## config.mk

```make
export PLATFORM = sky130hd
export DESIGN_NAME = gpio_ports
export DESIGN_NICKNAME = d
export VERILOG_FILES = /design/src/gpio_ports_pkg.sv /design/src/gpio_pin_cell.sv /design/src/gpio_ports.sv
export SDC_FILE = /design/constraint.sdc
export NUM_CORES = 1
export LEC_CHECK = 0
export ABC_CLOCK_PERIOD_IN_PS = 2900
export BUFFER_PORTS_ARGS = -buffer_cell sky130_fd_sc_hd__buf_2
export CAP_MARGIN = 5
export CORE_UTILIZATION = 53
export DETAILED_ROUTE_END_ITERATION = 12
export MAX_ROUTING_LAYER = met4
export PLACE_DENSITY_LB_ADDON = 0.3
export SYNTH_ARGS = -nofsm -noshare
export SYNTH_HDL_FRONTEND = slang
export SYNTH_SLANG_ARGS = --single-unit
```

## constraint.sdc

```tcl
create_clock -name i_clk -period 2.9 [get_ports i_clk]
set_input_delay 0.145 -clock i_clk [delete_from_list [all_inputs] [get_ports i_clk]]
set_output_delay 0.145 -clock i_clk [all_outputs]
set_load 0.02 [all_outputs]
```

## src/gpio_ports_pkg.sv

```systemverilog
package gpio_ports_pkg;

  // number of ports and the widest port
  localparam int NUM_PORTS = 7;
  localparam int PORT_W = 8;
  localparam int ADDR_W = 8;
  localparam int DATA_W = 32;

  // register offsets (byte addresses, one word per port in each bank)
  localparam logic [ADDR_W-1:0] OFS_LATCH_BASE = 8'h00;
  localparam logic [ADDR_W-1:0] OFS_DIR_BASE = 8'h20;
  localparam logic [ADDR_W-1:0] OFS_PULLUP_BASE = 8'h40;
  localparam logic [ADDR_W-1:0] OFS_ANALOG_CFG = 8'h60;
  localparam logic [ADDR_W-1:0] OFS_CHAN_SEL = 8'h64;
  // last word of a bank is port six; 1C must stay a hole, there is no port seven
  localparam logic [ADDR_W-1:0] BANK_SPAN = 8'h18;

  // which port is shared with the converter
  localparam int ANALOG_PORT = 2;
  localparam int CHAN_W = 3;

  // reset values
  localparam logic [PORT_W-1:0] DIR_RESET = 8'hFF;
  localparam logic [PORT_W-1:0] LATCH_RESET = 8'h00;
  localparam logic [PORT_W-1:0] PULLUP_RESET = 8'h00;
  localparam logic [PORT_W-1:0] ANALOG_CFG_RESET = 8'h00;
  localparam logic [CHAN_W-1:0] CHAN_SEL_RESET = 3'h0;

  // implemented pins per port (port 0 has 7, port 3 has 4)
  localparam logic [NUM_PORTS-1:0][PORT_W-1:0] PIN_MASK = {
    8'hFF, 8'hFF, 8'hFF, 8'h0F, 8'hFF, 8'hFF, 8'h7F
  };
  // pins that offer a pull-up select (none on port 2, upper half of port 6)
  localparam logic [NUM_PORTS-1:0][PORT_W-1:0] PULLUP_MASK = {
    8'hF0, 8'hFF, 8'hFF, 8'h0F, 8'h00, 8'hFF, 8'h7F
  };
  // open-drain pins (lower half of port 6)
  localparam logic [NUM_PORTS-1:0][PORT_W-1:0] OPEN_DRAIN_MASK = {
    8'h0F, 8'h00, 8'h00, 8'h00, 8'h00, 8'h00, 8'h00
  };

  // bus responses
  localparam logic [1:0] RESP_OKAY = 2'h0;
  localparam logic [1:0] RESP_SLVERR = 2'h2;

  // drive bundle of one port towards its pads
  typedef struct packed {
    logic [PORT_W-1:0] out;
    logic [PORT_W-1:0] oe;
    logic [PORT_W-1:0] pu;
  } pin_drive_t;

  // axi4-lite master to slave
  typedef struct packed {
    logic [ADDR_W-1:0] awaddr;
    logic awvalid;
    logic [DATA_W-1:0] wdata;
    logic [3:0] wstrb;
    logic wvalid;
    logic bready;
    logic [ADDR_W-1:0] araddr;
    logic arvalid;
    logic rready;
  } axil_req_t;

  // axi4-lite slave to master
  typedef struct packed {
    logic awready;
    logic wready;
    logic bvalid;
    logic [1:0] bresp;
    logic arready;
    logic rvalid;
    logic [DATA_W-1:0] rdata;
    logic [1:0] rresp;
  } axil_rsp_t;

endpackage

```

## src/gpio_pin_cell.sv

```systemverilog
`timescale 1ns/100ps
// one port: pad synchroniser, drive logic and read-back selector
module gpio_pin_cell #(
  parameter int WIDTH = 8,
  parameter logic [WIDTH-1:0] PIN_MASK = 8'hFF,
  parameter logic [WIDTH-1:0] PULLUP_MASK = 8'hFF,
  parameter logic [WIDTH-1:0] OPEN_DRAIN_MASK = 8'h00
) (
  input wire logic i_clk,
  input wire logic i_rst_n,
  input wire logic [WIDTH-1:0] i_latch,
  input wire logic [WIDTH-1:0] i_dir,
  input wire logic [WIDTH-1:0] i_pullup_sel,
  input wire logic [WIDTH-1:0] i_digital,
  input wire logic [WIDTH-1:0] i_alt_en,
  input wire logic [WIDTH-1:0] i_alt_out,
  input wire logic [WIDTH-1:0] i_pad_in,
  output logic [WIDTH-1:0] o_pad_out,
  output logic [WIDTH-1:0] o_pad_oe,
  output logic [WIDTH-1:0] o_pad_pu,
  output logic [WIDTH-1:0] o_level,
  output logic [WIDTH-1:0] o_readback
);

  logic [WIDTH-1:0] meta_q;   // first stage, read only by sync_q
  logic [WIDTH-1:0] sync_q;   // settled pad level
  logic [WIDTH-1:0] value;    // latch or peripheral value
  logic [WIDTH-1:0] out_mode; // pins driving in digital output mode

  ////////////////////////////////////////////////////////////////////////////
  // pad input synchroniser
  always_ff @(posedge i_clk or negedge i_rst_n) begin
    if (!i_rst_n) begin
      meta_q <= '0;
      sync_q <= '0;
    end else begin
      meta_q <= i_pad_in;
      sync_q <= meta_q;
    end
  end

  ////////////////////////////////////////////////////////////////////////////
  // drive selection
  // peripheral replaces the latch where it owns the pin
  assign value = (i_alt_en & i_alt_out) | (~i_alt_en & i_latch);
  // direction bit low means output; analog pins never drive
  assign out_mode = ~i_dir & i_digital & PIN_MASK;

  // pad drivers are registered so the pads see no decode glitches
  always_ff @(posedge i_clk or negedge i_rst_n) begin
    if (!i_rst_n) begin
      o_pad_out <= '0;
      o_pad_oe <= '0;
      o_pad_pu <= '0;
    end else begin
      // open-drain pins only pull low and release instead of driving high
      o_pad_out <= value & ~OPEN_DRAIN_MASK;
      o_pad_oe <= out_mode & (~OPEN_DRAIN_MASK | ~value);
      // pull-up only while the pin is an input
      o_pad_pu <= i_pullup_sel & i_dir & i_digital & PULLUP_MASK;
    end
  end

  ////////////////////////////////////////////////////////////////////////////
  // read-back: pad level for inputs, latch for outputs, zero for analog
  assign o_readback = PIN_MASK & i_digital & ((i_dir & sync_q) | (~i_dir & i_latch));
  // pin level also goes to the peripheral, whatever drives it
  assign o_level = sync_q & PIN_MASK;

endmodule

```

## src/gpio_ports.sv

```systemverilog
// Our own choices: the placing of the registers and the AXI4-Lite slave port.
`timescale 1ns/100ps
// Notes on behaviour
// - port zero: seven pins, per-bit direction
// - port-zero pull-up only in input mode
// - reset puts ports into input mode
// - port one: eight pins, input-only pull-ups
// - port two: eight pins, analog shared, no pull-ups
// - port two digital only when configured digital
// - analog converted when selected; analog output prohibited
// - reset makes port two all analog
// - port three: four pins, input-only pull-ups
// - ports four, five: eight pins, input pull-ups
// - port six pull-ups on upper four only
// - port six lower pins are open drain
// - reset loads direction registers all ones
module gpio_ports (
  input wire logic i_clk,
  input wire logic i_rst_n,
  input wire gpio_ports_pkg::axil_req_t i_axil,
  output gpio_ports_pkg::axil_rsp_t o_axil,
  input wire logic [6:0][7:0] i_pad_in,
  output gpio_ports_pkg::pin_drive_t [6:0] o_pad,
  input wire logic [6:0][7:0] i_alt_en,
  input wire logic [6:0][7:0] i_alt_out,
  output logic [6:0][7:0] o_alt_in,
  output logic [2:0] o_conv_chan,
  output logic o_conv_chan_ok
);

  ////////////////////////////////////////////////////////////////////////////
  // declarations
  localparam int NP = gpio_ports_pkg::NUM_PORTS;
  localparam int PW = gpio_ports_pkg::PORT_W;
  localparam int AW = gpio_ports_pkg::ADDR_W;
  localparam int DW = gpio_ports_pkg::DATA_W;
  localparam int AP = gpio_ports_pkg::ANALOG_PORT;

  logic [NP-1:0][PW-1:0] latch_q;  // output latches
  logic [NP-1:0][PW-1:0] dir_q;    // direction, one means input
  logic [NP-1:0][PW-1:0] pullup_q; // pull-up selects
  logic [PW-1:0] analog_pin_config_q; // one means digital i/o
  logic [gpio_ports_pkg::CHAN_W-1:0] converter_channel_select_q;

  logic [NP-1:0][PW-1:0] digital;   // per-pin digital enable
  logic [NP-1:0][PW-1:0] readback;  // per-port read value
  logic [NP-1:0][PW-1:0] level;     // synchronised pad levels

  // write channel holding state
  logic aw_held_q;
  logic w_held_q;
  logic [AW-1:0] waddr_q;
  logic [DW-1:0] wdata_q;
  logic wlane0_q;
  logic do_write;

  // response registers
  logic awready_q;
  logic wready_q;
  logic bvalid_q;
  logic [1:0] bresp_q;
  logic arready_q;
  logic rvalid_q;
  logic [DW-1:0] rdata_q;
  logic [1:0] rresp_q;

  ////////////////////////////////////////////////////////////////////////////
  // address decode helpers
  // true when addr is an aligned word inside a seven-port bank
  function automatic logic in_bank(input logic [AW-1:0] addr, input logic [AW-1:0] base);
    in_bank = (addr >= base) && (addr <= base + gpio_ports_pkg::BANK_SPAN)
              && (addr[1:0] == 2'h0);
  endfunction

  // port number of an address inside a bank
  function automatic int bank_port(input logic [AW-1:0] addr, input logic [AW-1:0] base);
    logic [AW-1:0] diff;
    diff = addr - base;
    bank_port = int'(diff[AW-1:2]);
  endfunction

  // true for any address that holds a register
  function automatic logic is_mapped(input logic [AW-1:0] addr);
    is_mapped = in_bank(addr, gpio_ports_pkg::OFS_LATCH_BASE)
                || in_bank(addr, gpio_ports_pkg::OFS_DIR_BASE)
                || in_bank(addr, gpio_ports_pkg::OFS_PULLUP_BASE)
                || (addr == gpio_ports_pkg::OFS_ANALOG_CFG)
                || (addr == gpio_ports_pkg::OFS_CHAN_SEL);
  endfunction

  ////////////////////////////////////////////////////////////////////////////
  // write address and data capture; either may come first
  always_ff @(posedge i_clk or negedge i_rst_n) begin
    if (!i_rst_n) begin
      aw_held_q <= 1'b0;
      waddr_q <= '0;
      awready_q <= 1'b1;
    end else if (i_axil.awvalid && awready_q) begin
      aw_held_q <= 1'b1;
      waddr_q <= i_axil.awaddr;
      awready_q <= 1'b0;
    end else if (do_write) begin
      aw_held_q <= 1'b0;
    end else if (bvalid_q && i_axil.bready) begin
      // reopen only after the response, so one write is under way at a time
      awready_q <= 1'b1;
    end
  end

  always_ff @(posedge i_clk or negedge i_rst_n) begin
    if (!i_rst_n) begin
      w_held_q <= 1'b0;
      wdata_q <= '0;
      wlane0_q <= 1'b0;
      wready_q <= 1'b1;
    end else if (i_axil.wvalid && wready_q) begin
      w_held_q <= 1'b1;
      wdata_q <= i_axil.wdata;
      wlane0_q <= i_axil.wstrb[0];
      wready_q <= 1'b0;
    end else if (do_write) begin
      w_held_q <= 1'b0;
    end else if (bvalid_q && i_axil.bready) begin
      wready_q <= 1'b1;
    end
  end

  // write commits once both halves are held
  assign do_write = aw_held_q && w_held_q && !bvalid_q;

  ////////////////////////////////////////////////////////////////////////////
  // write response
  always_ff @(posedge i_clk or negedge i_rst_n) begin
    if (!i_rst_n) begin
      bvalid_q <= 1'b0;
      bresp_q <= gpio_ports_pkg::RESP_OKAY;
    end else if (do_write) begin
      bvalid_q <= 1'b1;
      bresp_q <= is_mapped(waddr_q) ? gpio_ports_pkg::RESP_OKAY : gpio_ports_pkg::RESP_SLVERR;
    end else if (bvalid_q && i_axil.bready) begin
      bvalid_q <= 1'b0;
    end
  end

  ////////////////////////////////////////////////////////////////////////////
  // output latches; only byte lane 0 carries register data
  always_ff @(posedge i_clk or negedge i_rst_n) begin
    if (!i_rst_n) begin
      latch_q <= {NP{gpio_ports_pkg::LATCH_RESET}};
    end else if (do_write && wlane0_q && in_bank(waddr_q, gpio_ports_pkg::OFS_LATCH_BASE)) begin
      latch_q[bank_port(waddr_q, gpio_ports_pkg::OFS_LATCH_BASE)] <=
        wdata_q[PW-1:0] & gpio_ports_pkg::PIN_MASK[bank_port(waddr_q,
        gpio_ports_pkg::OFS_LATCH_BASE)];
    end
  end

  // direction registers: reset to all ones puts every pin in input mode;
  // missing pins stay fixed at one
  always_ff @(posedge i_clk or negedge i_rst_n) begin
    if (!i_rst_n) begin
      dir_q <= {NP{gpio_ports_pkg::DIR_RESET}};
    end else if (do_write && wlane0_q && in_bank(waddr_q, gpio_ports_pkg::OFS_DIR_BASE)) begin
      dir_q[bank_port(waddr_q, gpio_ports_pkg::OFS_DIR_BASE)] <=
        wdata_q[PW-1:0] | ~gpio_ports_pkg::PIN_MASK[bank_port(waddr_q,
        gpio_ports_pkg::OFS_DIR_BASE)];
    end
  end

  // pull-up selects; bits without a resistor read as zero
  always_ff @(posedge i_clk or negedge i_rst_n) begin
    if (!i_rst_n) begin
      pullup_q <= {NP{gpio_ports_pkg::PULLUP_RESET}};
    end else if (do_write && wlane0_q && in_bank(waddr_q, gpio_ports_pkg::OFS_PULLUP_BASE)) begin
      pullup_q[bank_port(waddr_q, gpio_ports_pkg::OFS_PULLUP_BASE)] <=
        wdata_q[PW-1:0] & gpio_ports_pkg::PULLUP_MASK[bank_port(waddr_q,
        gpio_ports_pkg::OFS_PULLUP_BASE)];
    end
  end

  // converter pin configuration: reset leaves every shared pin analog
  always_ff @(posedge i_clk or negedge i_rst_n) begin
    if (!i_rst_n) begin
      analog_pin_config_q <= gpio_ports_pkg::ANALOG_CFG_RESET;
    end else if (do_write && wlane0_q && (waddr_q == gpio_ports_pkg::OFS_ANALOG_CFG)) begin
      analog_pin_config_q <= wdata_q[PW-1:0];
    end
  end

  // converter channel select
  always_ff @(posedge i_clk or negedge i_rst_n) begin
    if (!i_rst_n) begin
      converter_channel_select_q <= gpio_ports_pkg::CHAN_SEL_RESET;
    end else if (do_write && wlane0_q && (waddr_q == gpio_ports_pkg::OFS_CHAN_SEL)) begin
      converter_channel_select_q <= wdata_q[gpio_ports_pkg::CHAN_W-1:0];
    end
  end

  ////////////////////////////////////////////////////////////////////////////
  // read channel; answer one cycle after the address is taken
  always_ff @(posedge i_clk or negedge i_rst_n) begin
    if (!i_rst_n) begin
      arready_q <= 1'b1;
      rvalid_q <= 1'b0;
      rdata_q <= '0;
      rresp_q <= gpio_ports_pkg::RESP_OKAY;
    end else if (i_axil.arvalid && arready_q) begin
      arready_q <= 1'b0;
      rvalid_q <= 1'b1;
      rresp_q <= is_mapped(i_axil.araddr) ? gpio_ports_pkg::RESP_OKAY
                                          : gpio_ports_pkg::RESP_SLVERR;
      rdata_q <= '0;
      if (in_bank(i_axil.araddr, gpio_ports_pkg::OFS_LATCH_BASE)) begin
        // port read mixes pad level and latch per direction
        rdata_q[PW-1:0] <= readback[bank_port(i_axil.araddr,
          gpio_ports_pkg::OFS_LATCH_BASE)];
      end else if (in_bank(i_axil.araddr, gpio_ports_pkg::OFS_DIR_BASE)) begin
        rdata_q[PW-1:0] <= dir_q[bank_port(i_axil.araddr, gpio_ports_pkg::OFS_DIR_BASE)];
      end else if (in_bank(i_axil.araddr, gpio_ports_pkg::OFS_PULLUP_BASE)) begin
        rdata_q[PW-1:0] <= pullup_q[bank_port(i_axil.araddr,
          gpio_ports_pkg::OFS_PULLUP_BASE)];
      end else if (i_axil.araddr == gpio_ports_pkg::OFS_ANALOG_CFG) begin
        rdata_q[PW-1:0] <= analog_pin_config_q;
      end else if (i_axil.araddr == gpio_ports_pkg::OFS_CHAN_SEL) begin
        rdata_q[gpio_ports_pkg::CHAN_W-1:0] <= converter_channel_select_q;
      end else begin
        // unmapped: zero data with an error response
        rdata_q <= '0;
      end
    end else if (rvalid_q && i_axil.rready) begin
      rvalid_q <= 1'b0;
      arready_q <= 1'b1;
    end
  end

  always_comb begin
    o_axil.awready = awready_q;
    o_axil.wready = wready_q;
    o_axil.bvalid = bvalid_q;
    o_axil.bresp = bresp_q;
    o_axil.arready = arready_q;
    o_axil.rvalid = rvalid_q;
    o_axil.rdata = rdata_q;
    o_axil.rresp = rresp_q;
  end

  ////////////////////////////////////////////////////////////////////////////
  // pin cells, one per port; only the shared port can be analog
  generate
    for (genvar p = 0; p < NP; p++) begin : g_port
      if (p == AP) begin : g_shared
        assign digital[p] = analog_pin_config_q;
      end else begin : g_plain
        assign digital[p] = {PW{1'b1}};
      end

      gpio_pin_cell #(
        .WIDTH(PW),
        .PIN_MASK(gpio_ports_pkg::PIN_MASK[p]),
        .PULLUP_MASK(gpio_ports_pkg::PULLUP_MASK[p]),
        .OPEN_DRAIN_MASK(gpio_ports_pkg::OPEN_DRAIN_MASK[p])
      ) u_cell (
        .i_clk(i_clk),
        .i_rst_n(i_rst_n),
        .i_latch(latch_q[p]),
        .i_dir(dir_q[p]),
        .i_pullup_sel(pullup_q[p]),
        .i_digital(digital[p]),
        .i_alt_en(i_alt_en[p]),
        .i_alt_out(i_alt_out[p]),
        .i_pad_in(i_pad_in[p]),
        .o_pad_out(o_pad[p].out),
        .o_pad_oe(o_pad[p].oe),
        .o_pad_pu(o_pad[p].pu),
        .o_level(level[p]),
        .o_readback(readback[p])
      );
    end
  endgenerate

  ////////////////////////////////////////////////////////////////////////////
  // pad levels towards the peripherals, registered once more
  always_ff @(posedge i_clk or negedge i_rst_n) begin
    if (!i_rst_n) begin
      o_alt_in <= '0;
    end else begin
      o_alt_in <= level;
    end
  end

  ////////////////////////////////////////////////////////////////////////////
  // converter channel: valid only for an analog pin in input mode;
  // analog with output mode is not blocked, software must avoid it
  always_ff @(posedge i_clk or negedge i_rst_n) begin
    if (!i_rst_n) begin
      o_conv_chan <= gpio_ports_pkg::CHAN_SEL_RESET;
      o_conv_chan_ok <= 1'b0;
    end else begin
      o_conv_chan <= converter_channel_select_q;
      o_conv_chan_ok <= !analog_pin_config_q[converter_channel_select_q]
                        && dir_q[AP][converter_channel_select_q];
    end
  end

endmodule

```

* Word-level counts from Yosys, hierarchy flattened
Memories as Yosys holds them, arrays and structs flattened. Cells that the tools add are included. W data, S select, Z words.
Storage, ports and cells: bits in read-only memories 192, word-level logic and storage cells 275, flip-flop bits (word level) 514, input port bits 227, memories kept 3
Operators by class: order comparisons 22, reduce and logical (&&, ||, !) cells 49, add/sub/neg operators 4, mux-type cells 42, bitwise logic cells 70, equality and inequality tests 6
Memory list:
- (name not given) | words 8, width 8, read ports 1, clocked after Yosys merged registers in 0, wr ports 0, line gpio_ports.sv:175 | wdata_q[PW-1:0] & gpio_ports_pkg::PULLUP_MASK[bank_port(waddr_q,
- (name not given) | words 8, width 8, read ports 1, clocked after Yosys merged registers in 0, wr ports 0, line gpio_ports.sv:164 | wdata_q[PW-1:0] | ~gpio_ports_pkg::PIN_MASK[bank_port(waddr_q,
- (name not given) | words 8, width 8, read ports 1, clocked after Yosys merged registers in 0, wr ports 0, line gpio_ports.sv:152 | wdata_q[PW-1:0] & gpio_ports_pkg::PIN_MASK[bank_port(waddr_q,
Operator list (count):
- $and A8 B8 Y8 | 33
- $bwmux W56 | 3
- $mux W8 | 13
- $not A8 Y8 | 13
- $or A8 B8 Y8 | 13
- $bmux W8 S3 | 3
- $demux W8 S3 | 3
- $lt A6 B4 Y1 const B | 6
- $eq A8 B7 Y1 const B | 4
- $logic_and A1 B1 Y1 | 29
- $and A7 B7 Y7 | 3
- $ge A6 B1 Y1 const B | 3
- $ge A8 B1 Y1 const B | 2
- $ge A8 B6 Y1 const B | 2
- $ge A8 B7 Y1 const B | 2
- $le A8 B5 Y1 const B | 2
- $le A8 B6 Y1 const B | 2
- $le A8 B7 Y1 const B | 2
- $sub A8 B6 Y8 const B | 2
- $sub A8 B7 Y8 const B | 2
- $mux W1 | 15
- $and A4 B4 Y4 | 3
- $reduce_bool A2 Y1 | 6
- $logic_or A1 B1 Y1 | 8
- 12 further kinds | 19

* Logic depth before layout (Yosys ltp)
depth after elaboration 8, mapped depth 8, mapped depth without buffers 7

* Cells and area by module
Synthesis repeated with hierarchy kept, for this count alone.
Unflattened totals: cell total of the unflattened synthesis 1390, area, all modules 20419.6 sq um
Modules (own cells, without submodules):
- gpio_ports | times used 1, cells an instance 858, area each 11817.6 sq um
- gpio_pin_cell (g_port[1].u_cell ...) | times used 3, cells an instance 80, area each 1333.8 sq um
- gpio_pin_cell (g_port[0].u_cell) | times used 1, cells an instance 77, area each 1256.2 sq um
- gpio_pin_cell (g_port[6].u_cell) | times used 1, cells an instance 77, area each 1199.9 sq um
- gpio_pin_cell (g_port[2].u_cell) | times used 1, cells an instance 73, area each 1184.9 sq um
- gpio_pin_cell (g_port[3].u_cell) | times used 1, cells an instance 65, area each 959.7 sq um

* Worst setup path after synthesis
OpenSTA, ideal clock, no wires.
path kind reg-to-reg, start register waddr_q[2], end register dir_q[32] in the netlist's numbering, data required time 2.818 ns, path slack 0.724 ns, library setup time 0.082 ns, buffers on the path 1, arrival 2.094 ns, cell stages (with the launch flop) 7, cells stage by stage dfrtp_1 buf_2 or3_4 a21boi_2 o2111ai_4 nor4_4 mux2_2
On the way: word-level cells in the longest chain between the ends 6, elaborated cells on any way between the ends 16, those cells by class add/sub (1); order compare (4); mux (4); bitwise (2); reduce/logical (4); memory (1)
Ends and longest elaborated chain:
- start: declaration | line gpio_ports.sv:52 | logic [AW-1:0] waddr_q;
- start signal: assignment | line gpio_ports.sv:100 | waddr_q <= i_axil.awaddr;
- $sub A8 B6 Y8 | line gpio_ports.sv:78 | diff = addr - base;
- $ge A6 B1 Y1 (implied by the code) (tied with other cells) | line gpio_ports.sv:163 | dir_q[bank_port(waddr_q, gpio_ports_pkg::OFS_DIR_BASE)] <=
- $logic_and A1 B1 Y1 (implied by the code) or $mux W8 (tied branches) | line gpio_ports.sv:163, gpio_ports.sv:164
- $mux W8 (implied by the code) or $not A8 Y8 (tied branches) | line gpio_ports.sv:163, gpio_ports.sv:164
- $demux W8 S3 or $or A8 B8 Y8 (tied branches) | line gpio_ports.sv:163, gpio_ports.sv:164
- $bwmux W56 | line gpio_ports.sv:163
- end signal: assignment | line gpio_ports.sv:161 | dir_q <= {NP{gpio_ports_pkg::DIR_RESET}};
- end signal: indexed assignment | line gpio_ports.sv:163
- end: declaration | line gpio_ports.sv:40 | logic [NP-1:0][PW-1:0] dir_q;
Several ways; a longest one is shown, not always the timed one. The select of a mux whose other input is x is not followed. A chain may end at the register's enable or synchronous reset.

* Worst setup path after layout
start register waddr_q[5], end register dir_q[36] in the netlist's numbering
On the way: word-level cells in the longest chain between the ends 6, elaborated cells on any way between the ends 12, those cells by class add/sub (1); order compare (4); mux (3); reduce/logical (4)
Ends and longest elaborated chain (line):
- $sub A8 B6 Y8 | gpio_ports.sv:78
- $ge A6 B1 Y1 (implied by the code) or $lt A6 B4 Y1 (tied branches) | gpio_ports.sv:163
- $logic_and A1 B1 Y1 (implied by the code) | gpio_ports.sv:163
- $mux W8 (implied by the code) | gpio_ports.sv:163
- $demux W8 S3 | gpio_ports.sv:163
- $bwmux W56 | gpio_ports.sv:163
Several ways; a longest one is shown, not always the timed one.

==> impl_metrics.prom <==
# TYPE chip_impl_metric gauge
chip_impl_info{name="outcome",value="completed"} 1
chip_impl_metric{name="final_design_utilization",unit=""} 0.7145
chip_impl_metric{name="grt_overflow",unit=""} 0
chip_impl_metric{name="final-max-slew-violation-count",unit=""} 0
chip_impl_metric{name="power.density",unit="nW/um2"} 669.4
chip_impl_info{name="clock_tree_from_tritoncts",value="done"} 1
chip_impl_metric{name="detailedPlacementHpwl",unit="um"} 38080
chip_impl_info{name="cp_cell_sequence",value="nor3_1, o211a_1, o2111ai_4, nor4_4, buf_4, mux2_2"} 1
chip_impl_metric{name="final_cells",unit=""} 2584
chip_impl_metric{name="clock_power_share",unit=""} 0.396
chip_impl_metric{name="final-seq-area",unit="um2"} 12890
chip_impl_metric{name="yosysUniqueCellTypes",unit=""} 63
chip_impl_info{name="ys_dominant_reg_cell",value="dfrtp_1"} 1
chip_impl_metric{name="die_y",unit="um"} 194.3
chip_impl_metric{name="drt-pass1-iter-count",unit=""} 6
chip_impl_metric{name="antenna_found_initial",unit=""} 0
chip_impl_metric{name="cp_data_required_time",unit="ns"} 3.41
chip_impl_metric{name="nNetsFinal",unit=""} 2308
chip_impl_metric{name="drt_drc_violations_left",unit=""} 0
chip_impl_metric{name="setup_total_negative_slack",unit="ns"} 0
chip_impl_metric{name="placed_cells",unit=""} 2296
chip_impl_info{name="cts.root.buffer_cell",value="clkbuf_16"} 1
chip_impl_metric{name="cts_inserted_buffers",unit=""} 52
chip_impl_metric{name="final_layout_size_suffix_gt1_frac",unit=""} 0.3989
chip_impl_metric{name="skew",unit="ns"} 0.02402
chip_impl_metric{name="syn-mean-instance-area",unit="um2"} 13.94
chip_impl_metric{name="layout-area-overhead-vs-synth",unit="%"} 33.18
chip_impl_metric{name="comb_power_share",unit=""} 0.143
chip_impl_metric{name="worstSkewPairLatency",unit="ns"} 0.60
chip_impl_metric{name="row_count",unit=""} 70
chip_impl_metric{name="clock_sinks",unit=""} 512
chip_impl_metric{name="p_seq_frac",unit=""} 0.461
chip_impl_metric{name="via_count_of_the_first_global_routing_pass",unit=""} 14560
chip_impl_metric{name="power.share.switching",unit=""} 0.2758
chip_impl_metric{name="post-place-ws",unit="ns"} 0.4046
chip_impl_metric{name="drt-initial-drc-count",unit=""} 677
chip_impl_metric{name="min_period",unit="ns"} 2.528
chip_impl_metric{name="synth.cell_area",unit="um2"} 19590
chip_impl_metric{name="die-width",unit="um"} 194.3
chip_impl_metric{name="synth_sequential_area_ratio",unit=""} 0.6577
chip_impl_metric{name="ctsLongestPathBuffers",unit=""} 3
chip_impl_metric{name="r2r_setup_slack",unit="ns"} 0.37
chip_impl_metric{name="worst-path-max-fanout",unit=""} 8
chip_impl_metric{name="ys_warn_count",unit=""} 0
chip_impl_metric{name="vias_per_cell",unit=""} 5.332
chip_impl_metric{name="multi_input_area",unit="um2"} 6090
chip_impl_info{name="synth.largest_area_cell",value="dfrtp_1"} 1
chip_impl_metric{name="postSynthRegisterBits",unit=""} 512
chip_impl_metric{name="num_antenna_cells",unit=""} 0
chip_impl_metric{name="final_setup_margin",unit="ns"} 0.3720
chip_impl_metric{name="cts.repair.resized",unit=""} 0
chip_impl_info{name="holdCritPathClass",value="input pin to register"} 1
chip_impl_metric{name="crit_arrival",unit="ns"} 3.04
chip_impl_metric{name="transition_time_at_the_pin_with_the_least_slew_margin",unit="ns"} 0.9830
chip_impl_metric{name="setup_viol",unit=""} 0
chip_impl_info{name="synthTopCellsByArea",value="dfrtp_1 (58%), mux2_2 (11%), dfstp_2 (7.9%)"} 1
chip_impl_metric{name="io_pins",unit=""} 496
chip_impl_metric{name="net-switching-power",unit="uW"} 4818
chip_impl_metric{name="internal_power",unit="uW"} 12650
chip_impl_metric{name="static-leakage-power",unit="uW"} 0.01235
chip_impl_metric{name="wire_per_inst",unit="um"} 22.47
chip_impl_metric{name="portBuffers",unit=""} 406
chip_impl_info{name="timing.critical_path.from_type",value="register"} 1
chip_impl_metric{name="finalHoldViolations",unit=""} 0
chip_impl_metric{name="totalWireLength",unit="um"} 58060
chip_impl_metric{name="clk_transition_reported_paths",unit="ns"} 0.06
chip_impl_metric{name="syn_inst",unit=""} 1406
chip_impl_metric{name="grt_max_degree",unit=""} 104
chip_impl_metric{name="antenna_violating_nets_post_route",unit=""} 0
chip_impl_metric{name="ys_async_sr_fraction",unit=""} 1.000
chip_impl_info{name="critical-path-slowest-cell",value="nor4_4"} 1
chip_impl_metric{name="num-fill-cells",unit=""} 2420
chip_impl_metric{name="cp_slowest_stage_delay",unit="ns"} 0.45
chip_impl_metric{name="placeableCoreArea",unit="um2"} 36520
chip_impl_metric{name="global_route.usage.total",unit=""} 0.3216
chip_impl_metric{name="achievable-frequency",unit="MHz"} 395.6
chip_impl_metric{name="netlist.area_leader.share",unit=""} 0.5785
chip_impl_metric{name="clock_tree.htree_level_count",unit=""} 2
chip_impl_metric{name="cts.repair_timing.setup_buffer_count",unit=""} 0
chip_impl_metric{name="dieArea",unit="um2"} 37740
chip_impl_metric{name="initial_core_util",unit=""} 0.5365
chip_impl_metric{name="power.ir.vdd_worst",unit="V"} 0.0005248
chip_impl_metric{name="num_vias",unit=""} 13780
chip_impl_info{name="setup_repair_after_global_routing_missed_its_margin",value="false"} 1
chip_impl_metric{name="maxCapViolCount",unit=""} 0
chip_impl_metric{name="grt_pass1_wl",unit="um"} 86760
chip_impl_metric{name="number_of_synthesized_flops_with_an_enable_pin",unit=""} 0
chip_impl_info{name="critPathCaptureType",value="register"} 1
chip_impl_metric{name="place.gp.congestion",unit=""} 0.9215
chip_impl_info{name="worst-setup-path-type",value="register to register"} 1
chip_impl_metric{name="maxSlewHeadroom",unit=""} 0.3431
chip_impl_metric{name="post-route-period-util",unit=""} 0.8717
==> what timing repair did <==
item,in CTS,in global routing
endpoints found under the setup margin,0,0
hold endpoints to repair,201,0
hold buffers,191,0
==> critical path, delay by kind of cell, from the launching register on <==
family                 cells  cell delay (ns)
muxes                      1             0.33
AOI/OAI and AO/OA          2             0.59
and+or+nand+nor            2             0.86
DFF                        1             0.44
buffers and inverters      1             0.23
==> synth_stat cells, types with 3 or more instances <==
master	n
nor2_1	30
or3_1	4
a21oi_1	10
nand3_1	13
ha_1	8
nand2_1	101
o221ai_1	15
a2bb2oi_1	5
dfrtp_1	453
buf_4	62
inv_1	50
mux2_2	192
mux2i_1	58
nor2b_1	24
clkbuf_1	31
o22ai_1	7
a211oi_1	28
and2_1	55
dfstp_2	59
nor2_2	5
o311ai_0	3
nand2b_1	16
buf_2	10
mux4_2	14
buf_1	4
nor3_1	10
o21ai_0	82
a31oi_1	5
and3_1	3
nand3b_1	4
==> area by class of cell <==
type / count / share of cell area
sequential: 512 / 0.4938
tap: 468 / 0.02244
clock buffer: 77 / 0.06041
clock inverter: 20 / 0.008535
inverter: 50 / 0.007192
timing repair buffer: 664 / 0.1742
multi-input combinational: 793 / 0.2334
==> state kept, by name, summed over array words and instances, names as in the netlist, 3 cells and up <==
signal	count
g_port.u_cell.o_level	40
rdata_q	8
waddr_q	8
wdata_q	8
g_port.u_cell.o_pad_oe	51
g_port.u_cell.meta_q	51
o_conv_chan	3
g_port.u_cell.sync_q	11
o_alt_in	51
latch_q	56
dir_q	56
converter_channel_select_q	3
g_port.u_cell.o_pad_pu	39
analog_pin_config_q	8
pullup_q	56
g_port.u_cell.o_pad_out	52
==> power groups by stage <==
| stage | sequential [uW] | combinational, uW | clock [uW] |
|---|---|---|---|
| after global placement | 8140 | 2220 | 0 |
| after floorplan | 8140 | 1270 | 0 |
| final | 8050 | 2500 | 6920 |
| after CTS | 8040 | 2470 | 7040 |
| after detailed placement | 8160 | 2260 | 0 |
| after global routing | 8110 | 2700 | 7350 |
==> cells by family after synthesis <==
group | Yosys count | synth area share
other | 1 | 0.0001914
buffers and inverters | 157 | 0.04259
and+or+nand+nor | 284 | 0.07669
adders and majority gates | 8 | 0.005109
muxes | 265 | 0.1566
xor gates and xnor gates | 1 | 0.0004471
AOI/OAI and AO/OA | 178 | 0.06067
DFF | 512 | 0.6577
==> per-stage QoR <==
stage | cell area, um2 | hold slack (ns) | power, uW
CTS | 26100 | 0.05208 | 17550
floorplan | 19800 | -0.1506 | 9406
detailed placement | 22380 | 0.2135 | 10420
global placement | 22380 | 0.2059 | 10360
finish | 26100 | 0.09846 | 17470
global route | 26100 | 0.1131 | 18150
==> worst paths after layout <==
path,start,to,cells past startpoint
worst min-delay path,i_axil[7],rresp_q[1],5
worst min register to register,g_port[4].u_cell.meta_q[0],g_port[4].u_cell.o_level[0],0
max in group asynchronous,i_rst_n,dir_q[38],3
worst max-delay path,waddr_q[5],dir_q[36],6
worst max register to register,waddr_q[5],dir_q[36],6
min in group asynchronous,i_rst_n,g_port[4].u_cell.o_pad_out[3],2
==> layer usage <==
metal  global-route usage  part of all wire
met5                    -                 0
met4               0.1202             0.038
met2               0.5272              0.50
met3              0.06662             0.069
met1               0.3948              0.40
==> cells in the final DEF (no fill, tap or decap), drive strengths merged, types with 57 or more instances in the layout <==
cell type	instances
buf	473
clkbuf	77
conb	57
dfrtp	453
dfstp	59
dlygate4sd3	191
mux2	193
mux2i	58
nand2	101
o21ai	82
Power figures use the tool's default switching activity.
